### config.mk
export PLATFORM = sky130hd
export DESIGN_NAME = ppc_bank
export DESIGN_NICKNAME = d
export VERILOG_FILES = /design/src/inc/ppc_pkg.sv /design/src/logic/ppc_sync.sv /design/src/logic/ppc_bank.sv
export SDC_FILE = /design/constraint.sdc
export NUM_CORES = 1
export LEC_CHECK = 0
export BUFFER_PORTS_ARGS = -buffer_cell sky130_fd_sc_hd__buf_2
export CAP_MARGIN = 20
export CORE_ASPECT_RATIO = 0.5
export CORE_MARGIN = 1
export CORE_UTILIZATION = 32
export DETAILED_ROUTE_END_ITERATION = 8
export SLEW_MARGIN = 5
export SYNTH_ARGS = -nofsm -noshare
export SYNTH_HDL_FRONTEND = slang
export SYNTH_SLANG_ARGS = --single-unit
export TNS_END_PERCENT = 5
### constraint.sdc
create_clock -name i_sys_clk -period 1.5 [get_ports i_sys_clk]
set_input_delay 0.15 -clock i_sys_clk [delete_from_list [all_inputs] [get_ports i_sys_clk]]
set_output_delay 0.15 -clock i_sys_clk [all_outputs]
set_load 0.05 [all_outputs]
### src/inc/ppc_pkg.sv
// package of offsets, field positions and reset values for the phy control bank
`default_nettype none
package ppc_pkg;

    // ====================================================================
    // register offsets
    localparam logic [15:0] PPC_PHY_POWER_MANAGEMENT_OFFSET = 16'h0e14;
    localparam logic [15:0] PPC_PHY_CONFIGURATION_OFFSET    = 16'h0e38;
    localparam logic [15:0] PPC_IRQ_STATUS_OFFSET           = 16'h0e40;
    localparam logic [15:0] PPC_IRQ_MASK_OFFSET             = 16'h0e44;

    // ====================================================================
    // configuration register fields
    localparam int PPC_CFG_AUTO_XOVER_BIT  = 0;
    localparam int PPC_CFG_LOW_AMP_10_BIT  = 1;
    localparam int PPC_CFG_EEE_FAST_BIT    = 2;
    localparam int PPC_CFG_EEE_GIGA_BIT    = 3;
    localparam int PPC_CFG_WIDTH           = 4;
    localparam logic [3:0] PPC_CFG_RESET   = 4'hc;

    // ====================================================================
    // power management register fields
    localparam int PPC_PM_PWR_DOWN_BIT     = 0;
    localparam int PPC_PM_ACT_LOW_SPD_BIT  = 1;
    localparam int PPC_PM_SPD_REDUCE_BIT   = 2;
    localparam int PPC_PM_NO_GIGA_LP_BIT   = 3;
    localparam int PPC_PM_ENERGY_BIT       = 4;
    localparam int PPC_PM_DISCONNECT_BIT   = 5;
    localparam int PPC_PM_NO_GIGA_BIT      = 6;
    localparam int PPC_PM_B2B_BIT          = 7;
    localparam int PPC_PM_RST_DONE_BIT     = 8;
    localparam int PPC_PM_NO_FAST_LP_BIT   = 9;
    localparam int PPC_PM_WIDTH            = 10;
    localparam logic [9:0] PPC_PM_RESET    = 10'h08d;
    // writable bits only (status bits 4 and 8 are read-only)
    localparam logic [9:0] PPC_PM_WR_MASK  = 10'h2ef;

    // ====================================================================
    // interrupt status fields
    localparam int PPC_IRQ_ENERGY_BIT      = 0;
    localparam int PPC_IRQ_RST_DONE_BIT    = 1;
    localparam int PPC_IRQ_RENEG_BIT       = 2;
    localparam int PPC_IRQ_WIDTH           = 3;

endpackage : ppc_pkg
`default_nettype wire

### src/logic/ppc_sync.sv
// two flop synchroniser for pin level inputs
`timescale 1ns/1ps
`default_nettype none
module ppc_sync #(
    parameter int WIDTH = 1
) (
    input  wire logic             i_sys_clk,  // system clock
    input  wire logic             i_reset,    // async reset, high
    input  wire logic             i_ce,       // clock enable
    input  wire logic [WIDTH-1:0] i_async,    // level from outside
    output logic      [WIDTH-1:0] o_sync      // synchronised level
);
    logic [WIDTH-1:0] meta_reg;

    // ====================================================================
    // first flop feeds only the second
    always_ff @(posedge i_sys_clk or posedge i_reset) begin
        if (i_reset) begin
            meta_reg <= '0;
            o_sync   <= '0;
        end else if (i_ce) begin
            meta_reg <= i_async;
            o_sync   <= meta_reg;
        end
    end
endmodule : ppc_sync
`default_nettype wire

### src/logic/ppc_bank.sv
// phy configuration and power management register bank
// Behaviour
// - auto crossover enable at config bit 0 loads from an nv strap and drives the phy.
// - config bit 1, reset 0, enables the low amplitude 10 mb/s mode.
// - config bit 2, reset 1, advertises fast eee and any change pulses a renegotiate.
// - config bit 3, reset 1, advertises gigabit eee and any change pulses a renegotiate.
// - reserved upper bits of both registers are held and read as zero.
// - power bit 0, reset from an nv strap, enables smart power down.
// - power bit 1, reset 0, asks for a low speed link in every power state.
// - power bit 2, strap loaded, allows speed reduction outside the active state.
// - power bit 3, strap loaded, forbids gigabit outside the active state.
// - power bit 4 is a read-only sticky flag set when link energy is seen.
// - while disconnect is set the energy flag reads as one.
// - power bit 5 forces the phy into link disconnect at once.
// - power bit 6, strap loaded, forbids gigabit in every power mode.
// - power bit 7, reset 1, enables back to back smart power down.
// - power bit 8 is a read-only sticky flag set when the phy reset is released.
// - power bit 9, strap loaded, forbids fast and gigabit outside the active state.
`timescale 1ns/1ps
`default_nettype none
module ppc_bank
    import ppc_pkg::*;
(
    input  wire logic        i_sys_clk,            // 50 mhz clock
    input  wire logic        i_reset,              // async reset, high
    input  wire logic        i_ce,                 // clock enable
    input  wire logic [15:0] i_addr,               // byte address
    input  wire logic [31:0] i_wdata,              // write data
    input  wire logic        i_wr,                 // write strobe
    input  wire logic        i_rd,                 // read strobe
    output logic      [31:0] o_rdata,              // read data, cycle after strobe
    input  wire logic        i_nv_auto_xover,      // strap: crossover default
    input  wire logic        i_nv_pwr_down,        // strap: smart power down
    input  wire logic        i_nv_spd_reduce,      // strap: speed reduce
    input  wire logic        i_nv_no_giga_lp,      // strap: no gigabit low power
    input  wire logic        i_nv_no_giga,         // strap: no gigabit
    input  wire logic        i_nv_no_fast_lp,      // strap: no fast low power
    input  wire logic        i_phy_energy,         // pin: energy on link
    input  wire logic        i_phy_rst_done,       // pin: phy reset released
    input  wire logic        i_in_d0a,             // function in active state
    output logic             o_auto_xover,         // auto crossover enable
    output logic             o_low_amp_10,         // low amplitude 10 mb/s
    output logic             o_advertise_eee_fast_speed, // fast eee advert
    output logic             o_advertise_eee_gigabit,    // gigabit eee advert
    output logic             o_renegotiate,        // one cycle link drop pulse
    output logic             o_smart_power_down_enable,  // smart power down
    output logic             o_active_state_low_speed_link, // low speed always
    output logic             o_low_power_speed_reduce_enable, // speed reduce
    output logic             o_power_down_back_to_back_enable, // b2b spd
    output logic             o_link_disconnect,    // force link disconnect
    output logic             o_giga_allowed,       // gigabit permitted now
    output logic             o_fast_allowed,       // 100 mb/s permitted now
    output logic             o_irq                 // level interrupt
);

    // ====================================================================
    // declarations
    logic [PPC_CFG_WIDTH-1:0] cfg_reg;
    logic [PPC_PM_WIDTH-1:0]  pm_reg;
    logic                     energy_reg;
    logic                     rst_done_reg;
    logic [PPC_IRQ_WIDTH-1:0] irq_stat_reg;
    logic [PPC_IRQ_WIDTH-1:0] irq_mask_reg;
    logic                     strap_done_reg;
    logic                     energy_s;
    logic                     rst_done_s;
    logic                     rst_done_d_reg;
    logic                     d0a_s;
    logic                     wr_cfg;
    logic                     wr_pm;
    logic                     rd_pm;
    logic                     rd_irq;
    logic                     eee_change;
    logic                     rst_done_rise;
    logic [PPC_PM_WIDTH-1:0]  pm_view;
    logic [PPC_CFG_WIDTH-1:0] cfg_next;

    // address match used by every decode
    function automatic logic hit(input logic [15:0] a, input logic [15:0] off);
        hit = (a == off);
    endfunction : hit

    // ====================================================================
    // pin synchronisers
    ppc_sync #(.WIDTH(3)) u_sync (
        .i_sys_clk (i_sys_clk),
        .i_reset   (i_reset),
        .i_ce      (i_ce),
        .i_async   ({i_phy_energy, i_phy_rst_done, i_in_d0a}),
        .o_sync    ({energy_s, rst_done_s, d0a_s})
    );

    // ====================================================================
    // decode
    assign wr_cfg   = i_wr && hit(i_addr, PPC_PHY_CONFIGURATION_OFFSET);
    assign wr_pm    = i_wr && hit(i_addr, PPC_PHY_POWER_MANAGEMENT_OFFSET);
    assign rd_pm    = i_rd && hit(i_addr, PPC_PHY_POWER_MANAGEMENT_OFFSET);
    assign rd_irq   = i_rd && hit(i_addr, PPC_IRQ_STATUS_OFFSET);
    assign cfg_next = i_wdata[PPC_CFG_WIDTH-1:0];
    assign eee_change = wr_cfg && i_ce && strap_done_reg &&
        (cfg_next[PPC_CFG_EEE_GIGA_BIT:PPC_CFG_EEE_FAST_BIT] !=
         cfg_reg[PPC_CFG_EEE_GIGA_BIT:PPC_CFG_EEE_FAST_BIT]);
    assign rst_done_rise = rst_done_s && !rst_done_d_reg;

    always_comb begin
        pm_view = pm_reg & PPC_PM_WR_MASK;
        pm_view[PPC_PM_ENERGY_BIT]   = energy_reg | pm_reg[PPC_PM_DISCONNECT_BIT];
        pm_view[PPC_PM_RST_DONE_BIT] = rst_done_reg;
    end

    // ====================================================================
    // configuration register; straps caught once after reset release
    always_ff @(posedge i_sys_clk or posedge i_reset) begin
        if (i_reset) begin
            cfg_reg        <= PPC_CFG_RESET;
            strap_done_reg <= 1'b0;
        end else if (i_ce) begin
            if (!strap_done_reg) begin
                cfg_reg[PPC_CFG_AUTO_XOVER_BIT] <= i_nv_auto_xover;
                strap_done_reg <= 1'b1;
            end else if (wr_cfg) begin
                cfg_reg <= cfg_next;
            end
        end
    end

    // ====================================================================
    // power management register, status bits masked off on write
    always_ff @(posedge i_sys_clk or posedge i_reset) begin
        if (i_reset) begin
            pm_reg <= PPC_PM_RESET;
        end else if (i_ce) begin
            if (!strap_done_reg) begin
                pm_reg[PPC_PM_PWR_DOWN_BIT]   <= i_nv_pwr_down;
                pm_reg[PPC_PM_SPD_REDUCE_BIT] <= i_nv_spd_reduce;
                pm_reg[PPC_PM_NO_GIGA_LP_BIT] <= i_nv_no_giga_lp;
                pm_reg[PPC_PM_NO_GIGA_BIT]    <= i_nv_no_giga;
                pm_reg[PPC_PM_NO_FAST_LP_BIT] <= i_nv_no_fast_lp;
            end else if (wr_pm) begin
                // reserved and status bits never stored
                pm_reg <= i_wdata[PPC_PM_WIDTH-1:0] & PPC_PM_WR_MASK;
            end
        end
    end

    // ====================================================================
    // sticky status flags; a live event beats the clearing read
    always_ff @(posedge i_sys_clk or posedge i_reset) begin
        if (i_reset) begin
            energy_reg     <= 1'b0;
            rst_done_reg   <= 1'b0;
            rst_done_d_reg <= 1'b0;
        end else if (i_ce) begin
            rst_done_d_reg <= rst_done_s;
            if (energy_s) begin
                energy_reg <= 1'b1;
            end else if (rd_pm) begin
                energy_reg <= 1'b0;
            end
            if (rst_done_rise) begin
                rst_done_reg <= 1'b1;
            end else if (rd_pm) begin
                rst_done_reg <= 1'b0;
            end
        end
    end

    // ====================================================================
    // interrupt status, mask and output
    always_ff @(posedge i_sys_clk or posedge i_reset) begin
        if (i_reset) begin
            irq_stat_reg <= '0;
            irq_mask_reg <= '0;
            o_irq        <= 1'b0;
        end else if (i_ce) begin
            irq_stat_reg <= (rd_irq ? '0 : irq_stat_reg) |
                            {eee_change, rst_done_rise, energy_s};
            if (i_wr && hit(i_addr, PPC_IRQ_MASK_OFFSET)) begin
                irq_mask_reg <= i_wdata[PPC_IRQ_WIDTH-1:0];
            end
            o_irq <= |(irq_stat_reg & irq_mask_reg);
        end
    end

    // ====================================================================
    // read data, one cycle after strobe; unmapped reads zero
    always_ff @(posedge i_sys_clk or posedge i_reset) begin
        if (i_reset) begin
            o_rdata <= '0;
        end else if (i_ce) begin
            o_rdata <= '0;
            if (i_rd) begin
                if (hit(i_addr, PPC_PHY_CONFIGURATION_OFFSET)) begin
                    o_rdata <= {28'h0, cfg_reg};
                end else if (rd_pm) begin
                    o_rdata <= {22'h0, pm_view};
                end else if (rd_irq) begin
                    o_rdata <= {29'h0, irq_stat_reg};
                end else if (hit(i_addr, PPC_IRQ_MASK_OFFSET)) begin
                    o_rdata <= {29'h0, irq_mask_reg};
                end
            end
        end
    end

    // ====================================================================
    // phy controls, all registered
    always_ff @(posedge i_sys_clk or posedge i_reset) begin
        if (i_reset) begin
            o_auto_xover                     <= 1'b0;
            o_low_amp_10                     <= 1'b0;
            o_advertise_eee_fast_speed       <= 1'b0;
            o_advertise_eee_gigabit          <= 1'b0;
            o_renegotiate                    <= 1'b0;
            o_smart_power_down_enable        <= 1'b0;
            o_active_state_low_speed_link    <= 1'b0;
            o_low_power_speed_reduce_enable  <= 1'b0;
            o_power_down_back_to_back_enable <= 1'b0;
            o_link_disconnect                <= 1'b0;
            o_giga_allowed                   <= 1'b0;
            o_fast_allowed                   <= 1'b0;
        end else if (i_ce) begin
            o_auto_xover <= cfg_reg[PPC_CFG_AUTO_XOVER_BIT];
            o_low_amp_10 <= cfg_reg[PPC_CFG_LOW_AMP_10_BIT];
            o_advertise_eee_fast_speed <= cfg_reg[PPC_CFG_EEE_FAST_BIT];
            o_advertise_eee_gigabit <= cfg_reg[PPC_CFG_EEE_GIGA_BIT];
            o_renegotiate <= eee_change;
            o_smart_power_down_enable <= pm_reg[PPC_PM_PWR_DOWN_BIT];
            o_active_state_low_speed_link <= pm_reg[PPC_PM_ACT_LOW_SPD_BIT];
            o_low_power_speed_reduce_enable <= pm_reg[PPC_PM_SPD_REDUCE_BIT];
            o_power_down_back_to_back_enable <= pm_reg[PPC_PM_B2B_BIT];
            o_link_disconnect <= wr_pm && strap_done_reg ?
                i_wdata[PPC_PM_DISCONNECT_BIT] : pm_reg[PPC_PM_DISCONNECT_BIT];
            o_giga_allowed <= !pm_reg[PPC_PM_NO_GIGA_BIT] &&
                (d0a_s || (!pm_reg[PPC_PM_NO_GIGA_LP_BIT] &&
                           !pm_reg[PPC_PM_NO_FAST_LP_BIT]));
            o_fast_allowed <= d0a_s || !pm_reg[PPC_PM_NO_FAST_LP_BIT];
        end
    end

    // ====================================================================
    // checks
    // change pulses once
    reneg_pulse_a: assert property (@(posedge i_sys_clk) disable iff (i_reset)
        i_ce && eee_change |=> o_renegotiate)
        else $error("renegotiate pulse missing");
    reneg_cause_a: assert property (@(posedge i_sys_clk) disable iff (i_reset)
        $rose(o_renegotiate) |-> $past(eee_change))
        else $error("renegotiate without cause");
    reserved_zero_a: assert property (@(posedge i_sys_clk) disable iff (i_reset)
        o_rdata[31:10] == 22'h0)
        else $error("reserved bits nonzero");
    energy_forced_a: assert property (@(posedge i_sys_clk) disable iff (i_reset)
        i_ce && rd_pm && pm_reg[PPC_PM_DISCONNECT_BIT] |=> o_rdata[PPC_PM_ENERGY_BIT])
        else $error("energy flag not forced");
    energy_latch_a: assert property (@(posedge i_sys_clk) disable iff (i_reset)
        i_ce && energy_s |=> energy_reg)
        else $error("energy not latched");
    flag_hold_a: assert property (@(posedge i_sys_clk) disable iff (i_reset)
        energy_reg && !rd_pm |=> energy_reg)
        else $error("energy flag dropped without read");
    rstdone_latch_a: assert property (@(posedge i_sys_clk) disable iff (i_reset)
        i_ce && rst_done_rise |=> rst_done_reg)
        else $error("reset complete not latched");
    disconnect_now_a: assert property (@(posedge i_sys_clk) disable iff (i_reset)
        i_ce && wr_pm && strap_done_reg && i_wdata[PPC_PM_DISCONNECT_BIT]
        |=> o_link_disconnect)
        else $error("disconnect delayed");
    giga_block_a: assert property (@(posedge i_sys_clk) disable iff (i_reset)
        i_ce && pm_reg[PPC_PM_NO_GIGA_BIT] |=> !o_giga_allowed)
        else $error("gigabit allowed while disabled");
    xover_drive_a: assert property (@(posedge i_sys_clk) disable iff (i_reset)
        i_ce && strap_done_reg |=> o_auto_xover == $past(cfg_reg[PPC_CFG_AUTO_XOVER_BIT]))
        else $error("crossover output stale");
    low_amp_drive_a: assert property (@(posedge i_sys_clk) disable iff (i_reset)
        i_ce && strap_done_reg |=> o_low_amp_10 == $past(cfg_reg[PPC_CFG_LOW_AMP_10_BIT]))
        else $error("low amplitude output stale");
    spd_drive_a: assert property (@(posedge i_sys_clk) disable iff (i_reset)
        i_ce && strap_done_reg |=>
        o_smart_power_down_enable == $past(pm_reg[PPC_PM_PWR_DOWN_BIT]))
        else $error("smart power down output stale");
    low_speed_drive_a: assert property (@(posedge i_sys_clk) disable iff (i_reset)
        i_ce && strap_done_reg |=>
        o_active_state_low_speed_link == $past(pm_reg[PPC_PM_ACT_LOW_SPD_BIT]))
        else $error("low speed output stale");
    reduce_drive_a: assert property (@(posedge i_sys_clk) disable iff (i_reset)
        i_ce && strap_done_reg |=>
        o_low_power_speed_reduce_enable == $past(pm_reg[PPC_PM_SPD_REDUCE_BIT]))
        else $error("speed reduce output stale");
    // back to back output follows register
    b2b_drive_a: assert property (@(posedge i_sys_clk) disable iff (i_reset)
        i_ce && strap_done_reg |=>
        o_power_down_back_to_back_enable == $past(pm_reg[PPC_PM_B2B_BIT]))
        else $error("back to back output stale");
    giga_lp_block_a: assert property (@(posedge i_sys_clk) disable iff (i_reset)
        i_ce && pm_reg[PPC_PM_NO_GIGA_LP_BIT] && !d0a_s |=> !o_giga_allowed)
        else $error("gigabit allowed outside active state");
    fast_block_a: assert property (@(posedge i_sys_clk) disable iff (i_reset)
        i_ce && pm_reg[PPC_PM_NO_FAST_LP_BIT] && !d0a_s |=> !o_fast_allowed)
        else $error("fast speed allowed outside active state");
    rstdone_hold_a: assert property (@(posedge i_sys_clk) disable iff (i_reset)
        rst_done_reg && !rd_pm |=> rst_done_reg)
        else $error("reset flag dropped without read");
    status_ro_a: assert property (@(posedge i_sys_clk) disable iff (i_reset)
        i_ce && wr_pm && strap_done_reg |=>
        !pm_reg[PPC_PM_ENERGY_BIT] && !pm_reg[PPC_PM_RST_DONE_BIT])
        else $error("status bit stored by write");

endmodule : ppc_bank
`default_nettype wire

After elaboration in Yosys (flattened, before gate mapping)
Cells that the tools add are included.

operators by class
  equality and inequality tests = 7
  mux-type cells = 17
  bitwise operators = 3
  reductions and logical operators = 28

operators by type and width
  operator                number
  $eq A16 B12 Y1 const B  4
  $mux W10                4
  $logic_and A1 B1 Y1     12
  $reduce_and A2 Y1       5
  $mux W1                 9
  $mux W3                 3
  $reduce_and A3 Y1       2
  $logic_not A1 Y1        4
  $ne A2 B1 Y1 const B    2
  $reduce_bool A2 Y1      2
  $and A3 B3 Y3           1
  $or A3 B3 Y3            1
  $reduce_or A3 Y1        1
  $logic_or A1 B1 Y1      2
  $mux W2                 1
  $ne A2 B2 Y1            1
  $or A1 B1 Y1            1

storage, ports and cells
  register bits = 73
  input port bits = 62
  output and inout port bits = 45

Logic depth before layout (Yosys ltp)
  depth in word-level cells = 6
  mapped depth = 5
  gate-level depth less buffers = 5

Cells and area by module
A second synthesis with hierarchy kept.

second synthesis, totals
  cell total of the unflattened synthesis = 234
  area total of the unflattened synthesis = 2561.2 um2

modules (own cells, without submodules)
  module    instances  cells each  area an instance (um2)  seq. area each (um2)
  ppc_bank  1          220         2306.0                  1133.6
  ppc_sync  1          14          255.2                   150.1

Worst setup path before layout
No wires, ideal clock.

  kind = input port to flip-flop
  start point = in i_addr[13]
  end point = reg pm_reg[6]
  setup time = 119 ps
  arrival time = 1673 ps
  setup slack = -292 ps
  stages = 5
  buffers on the path = 0
  path through = or4_4 nor4_4 nand4_2 o22a_1 o21a_1

between the ends
  cells in the longest elaborated chain, start to end = 4

RTL lines
  what                                line             text
  start: declaration                  ppc_bank.sv:27   input wire logic [15:0] i_addr,
  $eq A16 B12 Y1                      ppc_bank.sv:80   hit = (a == off);
  $logic_and A1 B1 Y1                 ppc_bank.sv:96   assign wr_pm = i_wr && hit(i_addr, PPC_PHY_POWER_MANAGEMENT_OFFSET);
  $ne A2 B1 Y1 (no source line)       n/a
  $reduce_and A2 Y1 (no source line)  n/a
  end signal: indexed assignment      ppc_bank.sv:134  pm_reg[PPC_PM_PWR_DOWN_BIT] <= i_nv_pwr_down;
  end signal: indexed assignment      ppc_bank.sv:135  pm_reg[PPC_PM_SPD_REDUCE_BIT] <= i_nv_spd_reduce;
  end signal: indexed assignment      ppc_bank.sv:136  pm_reg[PPC_PM_NO_GIGA_LP_BIT] <= i_nv_no_giga_lp;
  end: declaration                    ppc_bank.sv:59   logic [PPC_PM_WIDTH-1:0] pm_reg;

No other way between the ends.
A chain may end at the register's enable or synchronous reset.

Final worst setup path
  start point = in i_addr[14]
  end point = reg cfg_reg[1]

between the ends
  cells in the longest elaborated chain, start to end = 3

RTL lines
  what                                line             text
  $eq A16 B12 Y1                      ppc_bank.sv:80
  $logic_and A1 B1 Y1                 ppc_bank.sv:95   assign wr_cfg = i_wr && hit(i_addr, PPC_PHY_CONFIGURATION_OFFSET);
  $reduce_and A3 Y1 (no source line)  n/a
  end signal: indexed assignment      ppc_bank.sv:119  cfg_reg[PPC_CFG_AUTO_XOVER_BIT] <= i_nv_auto_xover;
  end signal: assignment              ppc_bank.sv:122  cfg_reg <= cfg_next;
  end: declaration                    ppc_bank.sv:58   logic [PPC_CFG_WIDTH-1:0] cfg_reg;

No other way between the ends.

==> run summary <==
Synthesized area per cell -> 11.8 µm²
FF-to-FF setup slack -> 170 ps
Drt pass-1 iters -> 8
DRT Wirelength -> 5.53 mm
Routability Congestion -> 0.837
Layout area overhead -> 28.5%
Pleak -> 1.53 nW
Largest net degree at the start of global routing -> 35
WHS Path Cells -> 2
Ports -> 107
Die H -> 63.7 µm
CTS Buf Count -> 5
Unique masters post-synth -> 41
Initial DRC count -> 103
Global-route wire length before repair -> 9.29 mm
Die Wd -> 125 µm
Post-CTS Repair Setup Buffers -> 0
Worst VDD drop -> 0.500 mV
Hold path endpoint -> u_sync.meta_reg[2]$_DFFE_PP0P_
DP HPWL -> 4.23 mm
Reg-to-Reg End -> pm_reg[9]$_DFFE_PP0P_
Final Setup Violations -> 0
Syn Inst Count -> 207
R2r startpoint -> strap_done_reg$_DFFE_PP0P_
Register bit total from synthesis -> 51
Clock sinks -> 51
Post-Route M1 WL -> 2.67 mm
Min Hold Slack -> 92.0 ps
Grt total ovfl -> 0
Fin crit share -> 99.3%
Failing checks -> DRC
Final Non-Filler Cells -> 387
Initial Util -> 33.1%
Number of diodes -> 0
CTS Buffer Depth -> 2
Wirelength per Cell -> 14.3 µm
Commonest non-fill, non-tap cells in the layout -> buf_2 (59), dfrtp_1 (45), mux2_2 (23), conb_1 (22), buf_4 (17)
Core area -> 0.00735 mm²
CTS tree -> yes
Number of global-route vias before repair -> 1,861
RSZ-0062 raised after global routing -> yes
Setup tns final -> 0 ps
Top Layer Used -> met4
Total global-route track usage -> 15.1%
WL met3 -> 284 µm
Met2 WL -> 2.52 mm
Worst-path clk slew -> 70 ps
Sequential area share after synthesis -> 52.8%
Crit start category -> input pin
Required @ worst endpoint -> 1670 ps
Hold Path Origin -> i_phy_energy
# H-tree levels -> 2
Nets -> 352
Max Fclk -> 0.671 GHz
Yosys warns -> 0
Routed Antenna Nets -> 0
Max-slew violations -> 0
Die ar. -> 0.00798 mm²
Hold Violations, Final -> 0
Tightest Hold Check Type -> input pin to flop
Final min period -> 1490 ps
I/O Buffers -> 60
R2R depth -> 4
Max reg flops -> 10
Post-synth EDFFs -> 0
Status -> finished with violations
Setup crit end kind -> flop
Pwr dens -> 981 mW/mm²
Post-synthesis async set-or-reset flop share -> 100%
Clk_skew -> 5.96 ps
Power consumption -> 3.07 mW
Top FF cell, synth -> dfrtp_1
Initial antenna violation count -> 0
Share of cells above drive strength 1 -> 44.7%
Vias post-DR -> 1,859
Vias/cell -> 4.80
Commonest non-fill, non-tap cell in the layout -> buf_2
Critical path class -> input pin to flop
Clk Latency, worst-skew pair -> 290 ps
Placed instance count -> 378
CTS Root Cell -> clkbuf_16
Row cnt -> 22
Critical Path AT -> 1660 ps
Drc violations -> 7
Crit path max fanout -> 6
Max Cap Violations -> 0
Cell Area, Synth -> 0.00243 mm²
## synth_stat cells, types with 5 or more instances
cell type	n	area (µm²)
nor2_1	9	33.8
clkbuf_1	5	18.8
buf_4	22	165
mux2_2	23	259
o22a_1	6	52.6
nand2_1	13	48.8
a22o_1	8	70.1
dfrtp_1	45	1130
o21ai_0	8	40.0
dfstp_2	6	158
o21a_1	5	37.5
## timing repair
item,4_1_cts,5_1_grt
endpoints found under the setup margin,25,20
endpoints found under the hold margin,17,0
pin swaps,4,1
resized for setup,7,2
hold buffers,1,0
## kinds of logic (layout without fill, tap and decap cells)
family | after synthesis | after routing | synth area share [%]
AO/OA/AOI/OAI | 46 | 46 | 14.5
XOR/XNOR | 2 | 2 | 0.720
buffers and inverters | 31 | 94 | 8.18
flip-flops | 51 | 51 | 52.8
multiplexers | 24 | 24 | 11.1
other | 1 | 22 | 0.154
AND/OR/NAND/NOR | 52 | 52 | 12.6
## critical path: stages
cell and delay (ps):
buf_6 90, or4_4 550, nor4_4 160, buf_6 170
nand4_1 120, buf_6 160, mux2_2 260
## cell type report
type                    instances  area [µm²]
inverters                       4        15.0
multi-input cells             146        1060
fillers                       687        4220
repair buffers                 82         507
clock buffers                   6         129
flip-flops and latches         51        1280
well taps                      96         120
clock inverters                 2        13.8
## per-layer routing
metal / track usage [%] / vias up
met5: 0 / -
met2: 23.6 / 50
li1: - / 883
met4: 5.03 / 0
met3: 3.06 / 4
met1: 21.0 / 922
## metrics by stage
stage          worst slack (ps)  util [%]  instance area, µm²
2_1_floorplan              -292         -                2510
3_3_place_gp               -450      39.9                2930
3_5_place_dp               -483      39.9                2930
4_1_cts                    2.64      42.4                3110
5_1_grt                   -93.3      42.5                3130
6_report                   10.4      42.5                3130
## worst max path at each step
stage,start,to,slack [ps],cells past startpoint
after CTS,i_addr[14],pm_reg[6]$_DFFE_PP0P_,3,7
after floorplan,i_addr[13],pm_reg[6]$_DFFE_PP0P_,-290,5
after global placement,i_addr[13],pm_reg[6]$_DFFE_PP0P_,-450,7
after global routing,i_addr[14],o_link_disconnect$_DFFE_PP0P_,-90,8
after detailed placement,i_addr[13],pm_reg[6]$_DFFE_PP0P_,-480,7
final,i_addr[14],cfg_reg[1]$_DFFE_PP0P_,10,7
## report_power, final
group	leakage (nW)	internal, mW	total [mW]	switching, mW
combinational	0.824	0.141	0.471	0.330
clock	0.0708	0.619	1.09	0.473
sequential	0.632	1.45	1.50	0.0531
Power figures use the tool's default switching activity.
